<file path="config.mk">
export PLATFORM = sky130hd
export DESIGN_NAME = ifd_decoder
export DESIGN_NICKNAME = d
export VERILOG_FILES = /design/src/ifd_pkg.sv /design/src/ifd_decoder.sv
export SDC_FILE = /design/constraint.sdc
export NUM_CORES = 1
export LEC_CHECK = 0
export BUFFER_PORTS_ARGS = -buffer_cell sky130_fd_sc_hd__buf_2
export CAP_MARGIN = 30
export CORE_MARGIN = 5
export CORE_UTILIZATION = 30
export CTS_BUF_LIST = sky130_fd_sc_hd__clkbuf_4 sky130_fd_sc_hd__clkbuf_8
export DETAILED_ROUTE_END_ITERATION = 7
export GPL_TIMING_DRIVEN = 0
export SLEW_MARGIN = 20
export SYNTH_ARGS = -nofsm -noshare
export SYNTH_HDL_FRONTEND = slang
export SYNTH_SLANG_ARGS = --single-unit
</file>
<file path="constraint.sdc">
create_clock -name clk_sys -period 10.5 [get_ports clk_sys]
set_clock_uncertainty 0.1 [all_clocks]
set_input_delay 2.1 -clock clk_sys [delete_from_list [all_inputs] [get_ports clk_sys]]
set_output_delay 2.1 -clock clk_sys [all_outputs]
set_load 0.03 [all_outputs]
</file>
<file path="src/ifd_pkg.sv">
// Package for the instruction format and timing decoder.
// Assumes a single system clock; no software-visible registers.
package ifd_pkg;

	localparam int IFD_WORD_W      = 16;
	localparam int IFD_OPC_W       = 8;
	localparam int IFD_TBL_PTR_W   = 21;
	localparam int IFD_OSC_PER_CYC = 4;
	localparam int IFD_STD_COUNT   = 75;
	localparam int IFD_EXT_COUNT   = 8;
	// Upper nibble that marks the second word of a double-word instruction.
	localparam logic [3:0] IFD_SECOND_MARK = 4'hF;
	// Field positions inside a single instruction word.
	localparam int IFD_POS_FILE  = 0;
	localparam int IFD_POS_ACC   = 8;
	localparam int IFD_POS_DEST  = 9;
	localparam int IFD_POS_BIT   = 9;
	localparam int IFD_POS_FAST  = 0;
	localparam int IFD_POS_TMODE = 0;
	localparam int IFD_POS_PTR   = 4;
	localparam int IFD_POS_TOP   = 12;
	// Reset values.
	localparam logic [1:0] IFD_PHASE_RST = 2'h0;

	typedef enum logic [1:0]
	{
		IFD_CLS_BYTE    = 2'b00,
		IFD_CLS_BIT     = 2'b01,
		IFD_CLS_LITERAL = 2'b10,
		IFD_CLS_CONTROL = 2'b11
	} ifd_class_t;

	typedef enum logic [1:0]
	{
		IFD_TM_NONE     = 2'b00,
		IFD_TM_POST_INC = 2'b01,
		IFD_TM_POST_DEC = 2'b10,
		IFD_TM_PRE_INC  = 2'b11
	} ifd_tmode_t;

	typedef enum logic [1:0]
	{
		IFD_ST_FIRST  = 2'b00,
		IFD_ST_SECOND = 2'b01,
		IFD_ST_FLUSH  = 2'b10,
		IFD_ST_FLUSH2 = 2'b11
	} ifd_state_t;

	// Operation properties supplied by the external encoding table.
	typedef struct packed
	{
		logic       valid;
		ifd_class_t op_class;
		logic       double_word;
		logic       conditional;
		logic       changes_pc;
		logic       uses_file_ptr;
		logic       uses_fast;
		logic       uses_tmode;
		logic       has_literal;
		logic       names_pointer;
		logic [6:0] op_index;
	} ifd_table_t;

	// Decoded instruction presented to the register file and program counter.
	typedef struct packed
	{
		logic       valid;
		logic       is_nop;
		ifd_class_t op_class;
		logic [6:0] op_index;
		logic [7:0] file_addr;
		logic [1:0] ptr_sel;
		logic       use_ptr;
		logic       bank_select;
		logic       to_file;
		logic       to_working;
		logic [2:0] bit_num;
		logic [7:0] bit_mask;
		logic [7:0] literal;
		logic       write_pointer;
		logic       fast_save;
		ifd_tmode_t tbl_mode;
		logic [IFD_WORD_W-1:0] second_word;
		logic       two_word;
	} ifd_decoded_t;

	typedef struct packed
	{
		ifd_state_t   state;
		logic [1:0]   phase;
		logic [IFD_WORD_W-1:0] first_word;
		ifd_table_t   first_info;
		logic         want_taken;
		ifd_decoded_t dec;
		logic         cycle_strobe;
		logic         fetch_next;
		logic         busy;
	} ifd_state_s_t;

endpackage : ifd_pkg

</file>
<file path="src/ifd_decoder.sv">
// Instruction format classifier and execution timing sequencer.
// Assumes the fetch path holds fetch_word stable for one instruction
// cycle and the encoding table answers combinationally.
`timescale 1ns/100ps

// Notes on behaviour
// [RULE_01] Serve 75 standard and 8 extended operations via table indices.
// [RULE_02] A single-word instruction is one 16-bit word: opcode, operands.
// [RULE_03] Every instruction is in one class: byte, bit, literal, control.
// [RULE_04] Byte ops: destination clear goes to working register, set to file.
// [RULE_05] Bit ops: a bit-number field picks the one bit touched or tested.
// [RULE_06] Literal ops carry a constant, may name a pointer, or none.
// [RULE_07] Control ops take address, fast selector, table mode, or nothing.
// [RULE_08] Four instructions span two words; second word top nibble is ones.
// [RULE_09] A lone second word executes as a no-operation.
// [RULE_10] Single-word ops take one cycle, two when taken or PC changes.
// [RULE_11] Two-word instructions take two instruction cycles.
// [RULE_12] One instruction cycle is four oscillator periods.
// [RULE_13] A taken two-word branch takes three instruction cycles.
// [RULE_14] Access selector clear uses access bank, set uses bank select.
// [RULE_15] File field is 8 bits, or a 2-bit pointer designator.
// [RULE_16] Fast selector set saves or restores shadows; clear leaves them.
// [RULE_17] Table modes: no change, post-inc, post-dec, pre-inc of pointer.
// [RULE_18] Exact opcode patterns come from a separate encoding table.
module ifd_decoder
	import ifd_pkg::*;
#(
	parameter int OSC_PER_CYC = IFD_OSC_PER_CYC
)
(
	input  wire logic                  clk_sys,
	input  wire logic                  sys_rst,
	input  wire logic [IFD_WORD_W-1:0] fetch_word,
	input  wire logic                  fetch_valid,
	input  wire ifd_table_t            table_info,
	input  wire logic                  cond_taken,
	output logic [IFD_OPC_W-1:0]       table_opcode,
	output ifd_decoded_t               decoded,
	output logic                       cycle_strobe,
	output logic                       fetch_next,
	output logic                       busy
);

	// [RULE_12] Four-phase cycle
	if (OSC_PER_CYC != 4)
	begin : g_bad_osc
		$error("ifd_decoder: OSC_PER_CYC must be 4");
	end

	// [RULE_01] Index room check
	// The operation index is seven bits wide.
	if (IFD_STD_COUNT + IFD_EXT_COUNT > 2 ** 7)
	begin : g_bad_count
		$error("ifd_decoder: operation index too narrow");
	end

	ifd_state_s_t st;
	ifd_state_s_t next_st;

	// [RULE_02] Opcode portion split
	// [RULE_18] Table lookup key
	assign table_opcode = fetch_word[IFD_WORD_W-1 -: IFD_OPC_W];

	function automatic ifd_decoded_t build(
		input logic [IFD_WORD_W-1:0] w,
		input ifd_table_t            t
	);
		ifd_decoded_t d;
		d = '0;
		d.valid       = t.valid;
		d.op_class    = t.op_class;
		d.op_index    = t.op_index;
		d.two_word    = t.double_word;
		// [RULE_15] File or pointer
		d.file_addr   = w[IFD_POS_FILE +: 8];
		d.use_ptr     = t.uses_file_ptr;
		d.ptr_sel     = t.names_pointer ? w[IFD_POS_PTR +: 2]
		                                : w[IFD_POS_FILE +: 2];
		// [RULE_14] Bank selection
		d.bank_select = w[IFD_POS_ACC];
		case (t.op_class)
			IFD_CLS_BYTE:
			begin
				// [RULE_04] Destination steering
				d.to_file    = w[IFD_POS_DEST];
				d.to_working = ~w[IFD_POS_DEST];
			end
			IFD_CLS_BIT:
			begin
				// [RULE_05] Bit selection
				d.bit_num  = w[IFD_POS_BIT +: 3];
				d.bit_mask = 8'h01 << w[IFD_POS_BIT +: 3];
			end
			IFD_CLS_LITERAL:
			begin
				// [RULE_06] Literal operand
				d.bank_select   = 1'b0;
				d.literal       = t.has_literal ? w[7:0] : 8'h00;
				d.write_pointer = t.names_pointer;
			end
			IFD_CLS_CONTROL:
			begin
				// [RULE_07] Control operands
				d.bank_select = 1'b0;
				d.literal     = w[7:0];
				// [RULE_16] Fast shadow mode
				d.fast_save   = t.uses_fast & w[IFD_POS_FAST];
				// [RULE_17] Table pointer mode
				d.tbl_mode    = t.uses_tmode ?
					ifd_tmode_t'(w[IFD_POS_TMODE +: 2]) : IFD_TM_NONE;
			end
			default:
			begin
				d.valid = 1'b0;
			end
		endcase
		return d;
	endfunction : build

	always_comb
	begin
		next_st = st;
		next_st.cycle_strobe = 1'b0;
		next_st.fetch_next   = 1'b0;
		// [RULE_12] Phase counter
		next_st.phase = st.phase + 2'h1;
		if (st.phase == 2'(OSC_PER_CYC - 1))
		begin
			next_st.cycle_strobe = 1'b1;
			case (st.state)
				IFD_ST_FIRST:
				begin
					if (fetch_valid)
					begin
						next_st.fetch_next = 1'b1;
						// [RULE_09] Orphan second word
						if (fetch_word[IFD_POS_TOP +: 4] == IFD_SECOND_MARK
							&& !table_info.valid)
						begin
							next_st.dec        = '0;
							next_st.dec.valid  = 1'b1;
							next_st.dec.is_nop = 1'b1;
							next_st.busy       = 1'b0;
						end
						// [RULE_08] Double-word start
						else if (table_info.double_word)
						begin
							next_st.first_word = fetch_word;
							next_st.first_info = table_info;
							next_st.dec        = '0;
							next_st.busy       = 1'b1;
							next_st.state      = IFD_ST_SECOND;
						end
						else
						begin
							// [RULE_03] Single class decode
							next_st.dec = build(fetch_word, table_info);
							// [RULE_10] Extra cycle when taken
							if ((table_info.conditional && cond_taken)
								|| table_info.changes_pc)
							begin
								next_st.busy  = 1'b1;
								next_st.state = IFD_ST_FLUSH2;
							end
							else
								next_st.busy = 1'b0;
						end
					end
					else
						next_st.dec = '0;
				end
				IFD_ST_SECOND:
				begin
					// [RULE_11] Second cycle of two
					if (fetch_valid)
					begin
						next_st.fetch_next = 1'b1;
						next_st.dec = build(st.first_word, st.first_info);
						next_st.dec.second_word = fetch_word;
						// [RULE_13] Taken branch third cycle
						if ((st.first_info.conditional && cond_taken)
							|| st.first_info.changes_pc)
						begin
							next_st.state = IFD_ST_FLUSH2;
						end
						else
						begin
							next_st.busy  = 1'b0;
							next_st.state = IFD_ST_FIRST;
						end
					end
				end
				IFD_ST_FLUSH2, IFD_ST_FLUSH:
				begin
					next_st.dec        = '0;
					next_st.dec.valid  = 1'b1;
					next_st.dec.is_nop = 1'b1;
					next_st.busy       = 1'b0;
					next_st.state      = IFD_ST_FIRST;
				end
				default:
				begin
					next_st.state = IFD_ST_FIRST;
				end
			endcase
		end
	end

	always_ff @(posedge clk_sys or posedge sys_rst)
	begin
		if (sys_rst)
		begin
			st       <= '0;
			st.phase <= IFD_PHASE_RST;
			st.state <= IFD_ST_FIRST;
		end
		else
			st <= next_st;
	end

	assign decoded      = st.dec;
	assign cycle_strobe = st.cycle_strobe;
	assign fetch_next   = st.fetch_next;
	assign busy         = st.busy;

endmodule : ifd_decoder

</file>
==> flow_metrics.py <==
metrics = {
    "outcome": {
        "status": "completed",
    },
    "clock_network": {
        "numCtsBuffers": 9,
        "cts_root_buf": "clkbuf_8",
        "cts_tree": "built",
        "holdBufCountCts": 0,
        "ctsResizeCount": 0,
        "ctsLongestPathBuffers": 2,
        "htree_levels": 3,
        "clk_latency_ns": 0.38,
        "clock_sinks": 102,
        "clkTransAtPathRegs_ns": 0.10,
        "postCtsSetupBuffers": 0,
    },
    "global_route": {
        "grt_pass1_vias": 4101,
        "antenna_found_initial": 0,
        "grt_max_degree": 60,
        "grt_usage_pct": 14.6,
        "overflow": 0,
        "grt_first_pass_wirelength_um": 22600,
    },
    "setup_path": {
        "crit_arrival_ns": 2.58,
        "path_class": "input pin to output pin",
        "cp_max_fo": 8,
        "critPathLaunchType": "input pin",
        "crit_path_end_kind": "output pin",
        "cp.required_ns": 8.30,
    },
    "yosys": {
        "syn_area_per_cell_um2": 10.8,
        "syn-cell-area_um2": 4980,
        "ys_types": 50,
        "synth-seq-cells": 102,
        "synth_top_area_share_pct": 51.3,
        "yosysTopAreaCell": "dfrtp_1",
        "synth_nets": 500,
        "syn_inst": 461,
        "async_flop_share_pct": 100,
        "synth_area_leaders": "dfrtp_1 (51%), buf_4 (11%), mux2_2 (7.0%)",
        "yosys_most_used_dff": "dfrtp_1",
        "synth-seq-area-share_pct": 51.3,
        "ys_warn_count": 0,
        "synth_edf_count": 0,
    },
    "sta": {
        "hold_viol_final": 0,
        "max_freq_ghz": 0.209,
        "maxSlewViolCount": 0,
        "slew_headroom_pct": 60.7,
        "tns_ns": 0,
        "finalCritPeriodShare_pct": 45.6,
        "max_slew.worst_pin.slew_ns": 0.589,
        "setup_viol": 0,
        "layout_min_cycle_time_ns": 4.78,
        "grt_setup_unrepaired": "no",
    },
    "routing": {
        "num_vias": 3850,
        "routed_wl_um": 13700,
        "drt-wirelength-per-cell_um": 16.9,
        "initialDrtViolationCount": 336,
        "ant_nets": 0,
        "via_per_inst": 4.75,
        "drc": 0,
        "first_pass_iters": 5,
    },
    "pwr": {
        "worst_ir_drop_vdd_mv": 0.0843,
        "p_int_mw": 0.942,
        "power_frac_seq_pct": 40.0,
        "switching_power_mw": 0.574,
        "p_leak_nw": 3.07,
        "swShare_pct": 37.9,
        "combPwrFrac_pct": 39.9,
        "p_clk_share_pct": 20.1,
        "power_density_nw_per_um2": 249,
    },
    "placed_design": {
        "portBuffers": 112,
        "gp_congestion": 0.866,
        "dp_hpwl_um": 10100,
    },
    "final_layout": {
        "area_delta_synth_final_pct": 22.5,
        "antenna_cells": 0,
        "postLayoutCoreUtil_pct": 37.2,
        "mostFrequentLayoutCells": "buf_2 (123), dfrtp_1 (102), buf_4 (74), nor2_1 (71), mux2_2 (31)",
        "fillCellCount": 1630,
        "num-nets-final": 624,
        "drive_gt1_share_pct": 43.1,
        "layout_commonest_cell": "buf_2",
    },
    "die": {
        "die_h_um": 139,
        "die_area_um2": 19300,
        "row_count": 47,
        "io_pins": 114,
        "initial_utilization_pct": 30.3,
        "fp.dieW_um": 139,
        "coreArea_um2": 16400,
    },
    "worst_hold_path": {
        "worstHoldPathType": "flip-flop to flip-flop",
    },
    "flow_run": {
        "drv_cap": 0,
    },
}
state kept, by name, summed over array words and instances (netlist names):
name,flops
cycle_strobe,1
decoded,65
busy,1
fetch_next,1
st,34
metrics by stage:
| stage | hold WS (ns) | worst slack [ns] | area, um2 | total power [mW] | std cells |
|---|---|---|---|---|---|
| floorplan | 0.301 | 5.62 | 4980 | 1.05 | 461 |
| global placement | 0.311 | 4.42 | 5810 | 1.21 | 793 |
| detailed placement | 0.318 | 5.72 | 5850 | 1.22 | 794 |
| CTS | 0.333 | 5.72 | 6100 | 1.53 | 810 |
| global route | 0.365 | 5.70 | 6100 | 1.62 | 810 |
| finish | 0.326 | 5.72 | 6100 | 1.52 | 810 |
power by group through the flow:
stage               logic (mW)  clock network, mW  registers [mW]
finish                   0.605              0.304           0.607
global route             0.659              0.332           0.624
CTS                      0.613              0.315           0.605
detailed placement       0.611                  0           0.613
global placement         0.601                  0           0.608
floorplan                0.466                  0           0.588
critical path, cell delays in order:
cell and delay [ns]:
buf_2 0.18, buf_4 0.13, buf_2 0.18
cell usage after synthesis (2+ instances only):
cell        n
a211o_1     3
a21oi_1    10
a221o_1     2
a221oi_1   25
a22o_1     15
a31oi_1     4
and2_1      3
buf_2      11
buf_4      74
buf_6       2
clkbuf_1   13
dfrtp_1   102
inv_1       7
mux2_2     31
mux2i_1     4
nand2_1    15
nand2b_1    5
nand4_1    12
nor2_1     71
nor2b_1     2
nor3_1      5
nor4_1      3
nor4b_1     3
o21ai_0     6
o21ai_1     2
o221ai_1    5
o31ai_1     2
o41ai_1     2
final cells by class:
cell class / count / area, um2 / share of cell area (%)
sequential: 102 / 2550 / 41.9
multi-input combinational: 251 / 1710 / 28.1
buffer: 101 / 686 / 11.2
timing repair buffer: 113 / 588 / 9.64
tap: 220 / 275 / 4.51
clock buffer: 14 / 193 / 3.16
clock inverter: 2 / 60.1 / 0.985
inverter: 7 / 31.3 / 0.513
final timing paths:
check	from	slack (ns)	cells past startpoint	end
min in group asynchronous	sys_rst	1.63	2	decoded[33]
setup / recovery	fetch_word[9]	5.72	3	table_opcode[1]
max in group asynchronous	sys_rst	8.04	3	st[76]
setup reg to reg	st[106]	8.27	7	decoded[55]
hold / removal	st[103]	0.33	1	st[103]
hold reg to reg	st[103]	0.33	1	st[103]
layer usage:
layer	vias up	wire [um]	track usage, %
met5	-	0	0
met3	12	799	3.69
met4	0	133	4.69
met2	141	6390	22.6
li1	1829	-	-
met1	1868	6370	20.2
logic make-up (layout without fill, tap and decap cells):
logic type / count (synthesis) / in the layout / synth area share (%)
AOI/OAI and AO/OA: 86 / 86 / 13.9
and+or+nand+nor: 129 / 129 / 12.4
buffers and inverters: 108 / 237 / 14.3
adders and majority gates: 1 / 1 / 0.251
DFF: 102 / 102 / 51.3
muxes: 35 / 35 / 7.82
No activity file was read; power rests on OpenSTA's default activity.
